==> src/mon_regs_pkg.sv <==
package mon_regs_pkg;

  // system register encodings {op0,op1,crn,crm,op2}
  localparam logic [1:0] SYSREG_OP0 = 2'h3;
  localparam logic [2:0] SYSREG_OP1 = 3'h6;
  localparam logic [3:0] DBGCFG_CRN = 4'h1;
  localparam logic [3:0] DBGCFG_CRM = 4'h3;
  localparam logic [2:0] DBGCFG_OP2 = 3'h1;
  localparam logic [3:0] FAULT_CRN = 4'h6;
  localparam logic [3:0] FAULT_CRM = 4'h0;
  localparam logic [2:0] FAULT_OP2 = 3'h5;

  // debug config field positions
  localparam int PERF_TRAP_BIT = 6;
  localparam int DBG_EXT_BIT = 4;
  localparam int TRC_EXT_BIT = 3;
  localparam int PERF_EXT_BIT = 2;
  localparam int REALM_TRACE_BIT = 0;

  // fault address field positions
  localparam int SPACE_LOW_BIT = 63;
  localparam int SPACE_HIGH_BIT = 62;
  localparam int FPA_LO = 12;
  localparam int FPA_MID_HI = 47;
  localparam int FPA_EXT_LO = 48;
  localparam int FPA_EXT_HI = 51;

  // reset values
  localparam logic [63:0] DBGCFG_RESET = 64'h0;
  localparam logic [63:0] FAULT_RESET = 64'h0;

  // exception class syndromes
  localparam logic [5:0] EC_SYSREG64 = 6'h18;
  localparam logic [5:0] EC_MCR32 = 6'h03;
  localparam logic [5:0] EC_MCRR32 = 6'h04;

  // exception levels
  localparam logic [1:0] EL3 = 2'h3;

  // access kinds of a trapped monitor access
  typedef enum logic [1:0] {
    ACC_SYSREG64,
    ACC_MCR32,
    ACC_MCRR32
  } acc_kind_e;

  // physical address space codes {high,low}
  localparam logic [1:0] PAS_SECURE = 2'h0;
  localparam logic [1:0] PAS_NONSECURE = 2'h1;
  localparam logic [1:0] PAS_ROOT = 2'h2;
  localparam logic [1:0] PAS_REALM = 2'h3;

endpackage

==> src/monitor_debug_trap_fault_regs.sv <==
// Overview of operation
// - perf trap bit traps lower-level monitor accesses
// - 64-bit trapped accesses report class 0x18
// - 32-bit single/double moves report 0x03/0x04
// - trap bit clear causes no trap
// - bit 4 gates debugger breakpoint access
// - bit 3 gates debugger trace access
// - bit 2 gates debugger perf access
// - realm trace bit clear prohibits realm tracing unless the auth interface overrides
// - realm trace bit sets debugger auth level
// - debug config reached by its encoding
// - lower-level accesses to either are undefined
// - fault register captures protection fault address
// - fault register exists only with realm feature
// - exception return leaves fault register unknown
// - space select bits at 63 and 62
// - space codes secure, nonsecure, root, realm
// - bits 47:12 hold address, above width zero
// - bits 51:48 only with large addresses
// - fault register reached by its encoding
module monitor_debug_trap_fault_regs #(
  parameter bit REALM_PRESENT = 1'b1,
  parameter bit PMU_PRESENT = 1'b1,
  parameter bit TRBE_PRESENT = 1'b1,
  parameter bit EXT_TRACE_IF = 1'b1,
  parameter bit EXT_PMU_IF = 1'b1,
  parameter bit TRF_PRESENT = 1'b1,
  parameter bit LPA_PRESENT = 1'b0,
  parameter int PA_BITS = 48
) (
  input wire logic core_clk_i,
  input wire logic arst_n_i,
  input wire logic clk_en_i,
  // system register access port
  input wire logic sys_req_i,
  input wire logic sys_write_i,
  input wire logic [1:0] sys_el_i,
  input wire logic [1:0] sys_op0_i,
  input wire logic [2:0] sys_op1_i,
  input wire logic [3:0] sys_crn_i,
  input wire logic [3:0] sys_crm_i,
  input wire logic [2:0] sys_op2_i,
  input wire logic [63:0] sys_wdata_i,
  output logic sys_hit_o,
  output logic sys_undef_o,
  output logic [63:0] sys_rdata_o,
  // lower-level performance monitor access check
  input wire logic pmu_acc_i,
  input wire logic [1:0] pmu_acc_el_i,
  input wire logic [1:0] pmu_acc_kind_i,
  input wire logic hyp_perf_trap_i,
  output logic pmu_trap_o,
  output logic [5:0] pmu_trap_ec_o,
  // external debugger gating
  input wire logic ext_debug_disable_base_i,
  input wire logic ext_trace_disable_base_i,
  input wire logic ext_perf_disable_base_i,
  output logic [1:0] ext_debug_ctl_o,
  output logic [1:0] ext_trace_ctl_o,
  output logic [1:0] ext_perf_ctl_o,
  // realm trace
  input wire logic realm_state_i,
  input wire logic trace_auth_override_i,
  output logic realm_trace_ok_o,
  output logic ext_trace_auth_realm_o,
  // protection fault capture
  input wire logic gpc_fault_i,
  input wire logic [51:0] gpc_fault_pa_i,
  input wire logic [1:0] gpc_fault_pas_i,
  input wire logic el3_eret_i
);

  typedef struct packed {
    logic [63:0] dbg_cfg;
    logic [63:0] fault_addr;
    logic [63:0] rdata;
    logic hit;
    logic undef;
    logic trap;
    logic [5:0] ec;
  } state_s;

  state_s state_reg;
  state_s state_next;

  logic [63:0] dbg_mask;
  logic [63:0] fault_mask;
  logic sel_dbg;
  logic sel_fault;

  // writable bit masks; absent features make their fields zero
  always_comb begin
    dbg_mask = 64'h0;
    dbg_mask[mon_regs_pkg::PERF_TRAP_BIT] = PMU_PRESENT;
    dbg_mask[mon_regs_pkg::DBG_EXT_BIT] = REALM_PRESENT;
    dbg_mask[mon_regs_pkg::TRC_EXT_BIT] = REALM_PRESENT & EXT_TRACE_IF & TRBE_PRESENT;
    dbg_mask[mon_regs_pkg::PERF_EXT_BIT] = REALM_PRESENT & PMU_PRESENT & EXT_PMU_IF;
    dbg_mask[mon_regs_pkg::REALM_TRACE_BIT] = REALM_PRESENT & TRF_PRESENT;
    fault_mask = 64'h0;
    fault_mask[mon_regs_pkg::SPACE_LOW_BIT] = 1'b1;
    fault_mask[mon_regs_pkg::SPACE_HIGH_BIT] = 1'b1;
    for (int b = mon_regs_pkg::FPA_LO; b <= mon_regs_pkg::FPA_MID_HI; b++) begin
      fault_mask[b] = (b < PA_BITS);
    end
    for (int b = mon_regs_pkg::FPA_EXT_LO; b <= mon_regs_pkg::FPA_EXT_HI; b++) begin
      fault_mask[b] = LPA_PRESENT && (b < PA_BITS);
    end
  end

  // decode of the two encodings
  assign sel_dbg = (sys_op0_i == mon_regs_pkg::SYSREG_OP0) &&
                   (sys_op1_i == mon_regs_pkg::SYSREG_OP1) &&
                   (sys_crn_i == mon_regs_pkg::DBGCFG_CRN) &&
                   (sys_crm_i == mon_regs_pkg::DBGCFG_CRM) &&
                   (sys_op2_i == mon_regs_pkg::DBGCFG_OP2);
  assign sel_fault = (sys_op0_i == mon_regs_pkg::SYSREG_OP0) &&
                     (sys_op1_i == mon_regs_pkg::SYSREG_OP1) &&
                     (sys_crn_i == mon_regs_pkg::FAULT_CRN) &&
                     (sys_crm_i == mon_regs_pkg::FAULT_CRM) &&
                     (sys_op2_i == mon_regs_pkg::FAULT_OP2);

  // next-state: register access, fault capture and trap decision
  always_comb begin
    state_next = state_reg;
    state_next.hit = 1'b0;
    state_next.undef = 1'b0;
    state_next.trap = 1'b0;
    state_next.ec = 6'h00;
    if (sys_req_i && sel_dbg) begin
      state_next.hit = 1'b1;
      if (sys_el_i != mon_regs_pkg::EL3) begin
        state_next.undef = 1'b1;
      end else if (sys_write_i) begin
        state_next.dbg_cfg = sys_wdata_i & dbg_mask;
      end else begin
        state_next.rdata = state_reg.dbg_cfg & dbg_mask;
      end
    end else if (sys_req_i && sel_fault) begin
      state_next.hit = 1'b1;
      if (!REALM_PRESENT || sys_el_i != mon_regs_pkg::EL3) begin
        state_next.undef = 1'b1;
      end else if (sys_write_i) begin
        state_next.fault_addr = sys_wdata_i & fault_mask;
      end else begin
        state_next.rdata = state_reg.fault_addr & fault_mask;
      end
    end
    // the eret value is unknown; zero is one legal choice, capture wins over it
    if (REALM_PRESENT && el3_eret_i) begin
      state_next.fault_addr = mon_regs_pkg::FAULT_RESET;
    end
    if (REALM_PRESENT && gpc_fault_i) begin
      state_next.fault_addr = {gpc_fault_pas_i[0], gpc_fault_pas_i[1], 10'h000,
                               gpc_fault_pa_i[51:12], 12'h000} & fault_mask;
    end
    // trap only lower levels, and only when the hypervisor trap does not take it first
    if (pmu_acc_i && state_reg.dbg_cfg[mon_regs_pkg::PERF_TRAP_BIT] &&
        pmu_acc_el_i != mon_regs_pkg::EL3 && !hyp_perf_trap_i) begin
      state_next.trap = 1'b1;
      unique case (mon_regs_pkg::acc_kind_e'(pmu_acc_kind_i))
        mon_regs_pkg::ACC_SYSREG64: state_next.ec = mon_regs_pkg::EC_SYSREG64;
        mon_regs_pkg::ACC_MCR32: state_next.ec = mon_regs_pkg::EC_MCR32;
        mon_regs_pkg::ACC_MCRR32: state_next.ec = mon_regs_pkg::EC_MCRR32;
        default: state_next.ec = 6'h00;
      endcase
    end
  end

  // state register; clock enable freezes everything
  always_ff @(posedge core_clk_i or negedge arst_n_i) begin
    if (!arst_n_i) begin
      state_reg <= '{dbg_cfg: mon_regs_pkg::DBGCFG_RESET, fault_addr: mon_regs_pkg::FAULT_RESET,
                     rdata: 64'h0, hit: 1'b0, undef: 1'b0, trap: 1'b0, ec: 6'h00};
    end else if (clk_en_i) begin
      state_reg <= state_next;
    end
  end

  assign sys_hit_o = state_reg.hit;
  assign sys_undef_o = state_reg.undef;
  assign sys_rdata_o = state_reg.rdata;
  assign pmu_trap_o = state_reg.trap;
  assign pmu_trap_ec_o = state_reg.ec;

  // combined {extended,base} pairs for the debugger access decoder
  assign ext_debug_ctl_o = {state_reg.dbg_cfg[mon_regs_pkg::DBG_EXT_BIT],
                            ext_debug_disable_base_i};
  assign ext_trace_ctl_o = {state_reg.dbg_cfg[mon_regs_pkg::TRC_EXT_BIT],
                            ext_trace_disable_base_i};
  assign ext_perf_ctl_o = {state_reg.dbg_cfg[mon_regs_pkg::PERF_EXT_BIT],
                           ext_perf_disable_base_i};

  // realm tracing: bit clear prohibits unless the auth interface overrides
  assign realm_trace_ok_o = !realm_state_i ||
                            state_reg.dbg_cfg[mon_regs_pkg::REALM_TRACE_BIT] ||
                            trace_auth_override_i;
  assign ext_trace_auth_realm_o = state_reg.dbg_cfg[mon_regs_pkg::REALM_TRACE_BIT];

endmodule

==> config.mk <==
export PLATFORM = sky130hd
export DESIGN_NAME = monitor_debug_trap_fault_regs
export DESIGN_NICKNAME = d
export VERILOG_FILES = /design/src/mon_regs_pkg.sv /design/src/monitor_debug_trap_fault_regs.sv
export SDC_FILE = /design/constraint.sdc
export NUM_CORES = 1
export LEC_CHECK = 0
export ABC_AREA = 1
export ABC_CLOCK_PERIOD_IN_PS = 1400
export BUFFER_PORTS_ARGS = -buffer_cell sky130_fd_sc_hd__buf_2
export CORE_AREA = 2 2 116 118
export CTS_CLUSTER_SIZE = 12
export DETAILED_ROUTE_END_ITERATION = 10
export DIE_AREA = 0 0 118 120
export PLACE_DENSITY = 0.84
export SLEW_MARGIN = 15
export SYNTH_ARGS = -nofsm -noshare
export SYNTH_HDL_FRONTEND = slang
export SYNTH_SLANG_ARGS = --single-unit
export TNS_END_PERCENT = 30
==> constraint.sdc <==
create_clock -name core_clk_i -period 1.4 [get_ports core_clk_i]
set_clock_uncertainty 0.1 [all_clocks]
set_input_delay 0.28 -clock core_clk_i [delete_from_list [all_inputs] [get_ports core_clk_i]]
set_output_delay 0.28 -clock core_clk_i [all_outputs]
set_load 0.01 [all_outputs]
**After elaboration in Yosys (flattened, before gate mapping)**

Cells that the tools add are included.

- Logic and storage cells: 60
- Output and inout port bits: 81
- Register bits after elaboration: 142
- RAM bits: 0
- Latch bits: 0
- Input bits: 154
- Memories: 0
- Memory bits (read-only): 0

- Reduce and logical (&&, ||, !) cells: 24
- Shifts and indexed selects: 0
- Multiply operators: 0
- Multiplexer cells: 13
- $add $sub $neg: 0
- Order comparisons: 0
- Equal/unequal tests: 15
- Bitwise gates (word level): 1
- Div/mod/pow operators: 0

Operators by type and width:

| kind | number |
|---|---|
| $mux W64 | 7 |
| $mux W130 | 1 |
| $mux W128 | 1 |
| $mux W66 | 1 |
| $pmux W5 S3 | 1 |
| $logic_and A1 B1 Y1 | 12 |
| $reduce_and A5 Y1 | 2 |
| $ne A2 B2 Y1 const B | 4 |
| $mux W7 | 1 |
| $eq A3 B3 Y1 const B | 2 |
| $ne A3 B3 Y1 const B | 2 |
| $reduce_bool A3 Y1 | 2 |
| $eq A2 B2 Y1 const B | 2 |
| $eq A4 B1 Y1 const B | 1 |
| $eq A4 B2 Y1 const B | 1 |
| $eq A4 B3 Y1 const B | 1 |
| $logic_not A4 Y1 | 1 |
| $reduce_and A4 Y1 | 1 |
| $eq A3 B1 Y1 const B | 1 |
| $eq A2 B1 Y1 const B | 1 |
| $logic_not A1 Y1 | 2 |
| $logic_not A2 Y1 | 1 |
| $logic_or A1 B1 Y1 | 2 |
| $reduce_bool A2 Y1 | 1 |
| 2 further kinds | 2 |

**Depth between registers and ports, before layout**

- Depth in word-level cells: 10
- Depth in mapped cells: 12
- Mapped depth without buffers: 10

**Worst setup path before layout**

No wires, ideal clock.

- Path type: input-to-reg
- From: in sys_crn_i[0]
- To: reg state_reg (netlist bit sys_rdata_o[0])
- Buffers on the path: 2
- Path slack: -17 ps
- Arrival: 1196 ps
- Stages: 10
- Setup time: 121 ps
- Required time: 1179 ps
- Path through: nor2_1 nand2_1 nor2_2 nand3_1 nand2_1 nand2_1 buf_6 buf_6 nand2_1 o21ai_1

- Longest elaborated chain between the ends: 7
- Elaborated cells on any way between the ends: 15
- Those cells by class: eq/ne: 4; mux: 1; reduce/logical: 10

Ends and longest elaborated chain:

| what | RTL line | source |
|---|---|---|
| from (decl) | monitor_debug_trap_fault_regs.sv:40 | `input wire logic [3:0] sys_crn_i,` |
| $eq A4 B3 Y1 / $eq A4 B1 Y1 (equally long branches) | monitor_debug_trap_fault_regs.sv:118, monitor_debug_trap_fault_regs.sv:113 |  |
| $logic_and A1 B1 Y1 (on tied branches) | monitor_debug_trap_fault_regs.sv:117, monitor_debug_trap_fault_regs.sv:112 |  |
| $logic_and A1 B1 Y1 (on tied branches) | monitor_debug_trap_fault_regs.sv:118, monitor_debug_trap_fault_regs.sv:113 |  |
| $logic_and A1 B1 Y1 (on tied branches) | monitor_debug_trap_fault_regs.sv:119, monitor_debug_trap_fault_regs.sv:114 |  |
| $logic_and A1 B1 Y1 (on tied branches) | monitor_debug_trap_fault_regs.sv:138, monitor_debug_trap_fault_regs.sv:129 |  |
| $ne A2 B2 Y1 (no source line) / $reduce_bool A2 Y1 (equally long branches) | -- |  |
| $reduce_and A5 Y1 (no source line) | -- |  |
| to (signal assigned) | monitor_debug_trap_fault_regs.sv:172 | `state_reg <= '{dbg_cfg: mon_regs_pkg::DBGCFG_RESET, fault_addr: mon_regs_pkg::FAULT_RESET,` |
| to (signal assigned) | monitor_debug_trap_fault_regs.sv:175 | `state_reg <= state_next;` |
| to (decl) | monitor_debug_trap_fault_regs.sv:83 | `state_s state_reg;` |

Parallel ways exist; a longest one is shown, timed or not.
A chain may end at the register's enable or synchronous reset.

**Worst setup path after layout**

- From: reg state_reg (netlist bit ext_trace_auth_realm_o)
- To: out realm_trace_ok_o

- Longest elaborated chain between the ends: 2

Ends and longest elaborated chain:

| what | RTL line | source |
|---|---|---|
| $logic_or A1 B1 Y1 | monitor_debug_trap_fault_regs.sv:194 | `assign realm_trace_ok_o = !realm_state_i \|\|` |
| $logic_or A1 B1 Y1 | monitor_debug_trap_fault_regs.sv:195 | `state_reg.dbg_cfg[mon_regs_pkg::REALM_TRACE_BIT] \|\|` |
| to (decl) | monitor_debug_trap_fault_regs.sv:64 | `output logic realm_trace_ok_o,` |

Every way passes these cells.

==> reports/results.ini <==
[place]
dpl.hpwl_um = 10900
place_congestion = 0.878
io_buffers = 169

[clocking]
cts_tree = done
htree_levels = 3
path_clk_slew_ns = 0.06
clockBufferDepth = 2
worstSkewPairLatency_ns = 0.34
root_buffer = clkbuf_16
numClockSinks = 92
cts_buffers = 9

[setup_path]
crit_path_cell_trace = or3b_4, buf_6
end_kind = output pin
crit_required_ns = 1.02
critical_path.startpoint_type = register
reg2reg_depth = 6
startpoint = ext_trace_auth_realm_o
cp.depth = 2
slowest_delay_ns = 0.38
rrSetupSlack_ns = 0.38
cp.arrival_ns = 1.21
crit_buf_inv = 1
worstSetupPathType = reg2out
cp_top_family = flip-flops
endpoint = realm_trace_ok_o
cp_slowest_cell = dfrtp_1
r2r_end = sys_rdata_o[20]
crit_fanout = 2
timing.rr.start = state_reg[93]

[logic_synthesis]
synth-seq-area-share = 0.376
synth.distinct_cells = 21
synth-seq-cells = 92
netlist_area_um2 = 6120
avgSynthCellArea_um2 = 6.56
syn_inst = 932
synth_warnings = 0

[routing]
remaining_drc_errors = 0
wl_per_cell_um = 12.4
drt_iter0_drc = 423
vias_per_cell = 4.64
drt-pass1-iter-count = 5
wl_um = 15300
num_vias = 5712
ant_nets = 0

[die]
row_count = 42
initial_core_util = 0.471
pin_count = 235
die_area_um2 = 14200
die_w_um = 118
die_h_um = 120
core_um2 = 13000

[sta]
drv_slew = 0
fin_hold_ws_ns = 0.0396
fin_tns_setup_ns = -0.194
rsz0062_at_grt = true
fin_crit_sh = 1.14
finalSetupViolations = 1
fin_ws_ns = -0.194
fin_crit_ns = 1.59
finalHoldViolations = 0
fmax_mhz = 627

[final_layout]
n_antenna_cell = 0
drive_gt1_frac = 0.237
nNetsFinal = 1204
area_delta_synth_final_pct = 20.1
fin_util = 0.566
largest_reg_flops = 43

[global_route]
met2_usage = 0.318
grtUsageMet3 = 0.0280
use_met1 = 0.298
grt_usage = 0.209
grt_pass1_wl_um = 24100
grt-busiest-layer = met2
grt_pass1_vias = 5089
grt_overflow_total = 0
grt_max_degree = 42
antenna_found_initial = 0

[power_and_ir_drop]
power.leakage_nw = 4.47
vdd_drop_max_mv = 0.446
finalPower_mw = 5.96
p_per_area_nw_per_um2 = 812

[worst_hold_path]
hp-class = in2reg

[run]
maxCapViolations = 0

[run_status]
status = complete, but fails checks
violations = setup timing

placed cells by master (no fill, tap or decap), drive strengths merged, types with 2 or more instances in the layout:
cell,Yosys,routed
dfrtp,92,92
clkbuf,20,12
nor2,52,52
conb,1,22
clkinv,0,3
inv,171,171
nand4,79,79
nand2,338,338
o31ai,2,2
o21ai,11,11
buf,115,218
nand3,48,48
routing by layer:
metal | vias to the layer above | share of wire
met5 | - | 0
met4 | 0 | 0.025
met3 | 32 | 0.048
met2 | 192 | 0.45
met1 | 2536 | 0.48
li1 | 2952 | -
Yosys cell counts, drive strengths merged:
cell    instances  share of area
a21boi          1         0.0012
buf           115           0.13
clkbuf         20          0.012
conb            1        0.00061
dfrtp          92           0.38
inv           171           0.10
nand2         338           0.21
nand3          48          0.040
nand4          79          0.081
nor2           52          0.033
nor3            1         0.0016
o21ai          11         0.0090
o31ai           2         0.0025
or3b            1         0.0014
worst register-to-register path, stage by stage, from the launching register on:
cell and delay (ns):
dfrtp_1 0.39, inv_1 0.06, nand4_1 0.09, nand2_1 0.11, nand2_1 0.07, nand2_1 0.07, inv_1 0.03
how the worst min path moves through the flow:
| stage | from | cells past startpoint | end | slack, ns |
|---|---|---|---|---|
| floorplan | arst_n_i | 0 | ext_debug_ctl_o[1] | -0.12 |
| global placement | arst_n_i | 1 | pmu_trap_ec_o[3] | 0.13 |
| detailed placement | arst_n_i | 1 | pmu_trap_ec_o[3] | 0.13 |
| CTS | pmu_acc_kind_i[1] | 2 | pmu_trap_ec_o[3] | 0.03 |
| global route | pmu_acc_kind_i[1] | 2 | pmu_trap_ec_o[3] | 0.04 |
| finish | pmu_acc_kind_i[1] | 2 | pmu_trap_ec_o[3] | 0.04 |
kinds of logic (layout without fill, tap and decap cells):
logic type	after synthesis	count (layout)	share of synthesized area
simple gates	519	519	0.364
compound gates	14	14	0.0127
other cells	1	22	0.000613
flops	92	92	0.376
buf+inv	306	407	0.246
final cells by class:
| cell class | count | area [um2] |
|---|---|---|
| Clock buffer | 10 | 239 |
| Clock inverter | 5 | 52.6 |
| Fill cell | 1226 | 5630 |
| Inverter | 171 | 642 |
| Multi-Input combinational cell | 555 | 2440 |
| Sequential cell | 92 | 2300 |
| Tap cell | 176 | 220 |
| Timing Repair Buffer | 221 | 1460 |
through the flow:
stage | instance area (um2) | instances | setup slack, ns
after floorplan | 6200 | 953 | 0.00116
after global placement | 6920 | 1208 | -0.260
after detailed placement | 6920 | 1208 | -0.331
after CTS | 7230 | 1224 | -0.206
after global routing | 7350 | 1230 | -0.225
final | 7350 | 1230 | -0.194
report_power, final:
part | internal, mW | switching [mW] | leakage, nW | total, mW
clock | 1.41 | 0.953 | 0.144 | 2.36
combinational | 0.320 | 0.454 | 3.28 | 0.774
sequential | 2.77 | 0.0614 | 1.05 | 2.83
total | 4.50 | 1.47 | 4.47 | 5.96
repair_timing:
action / 4_1_cts / 5_1_grt
hold buffers: 1 / 0
pin swaps: 1 / 5
hold endpoints to repair: 22 / 0
cloned: 0 / 3
buffers inserted: 0 / 3
endpoints found under the setup margin: 1 / 83
resized for setup: 2 / 10
No activity file was read; power rests on OpenSTA's default activity.
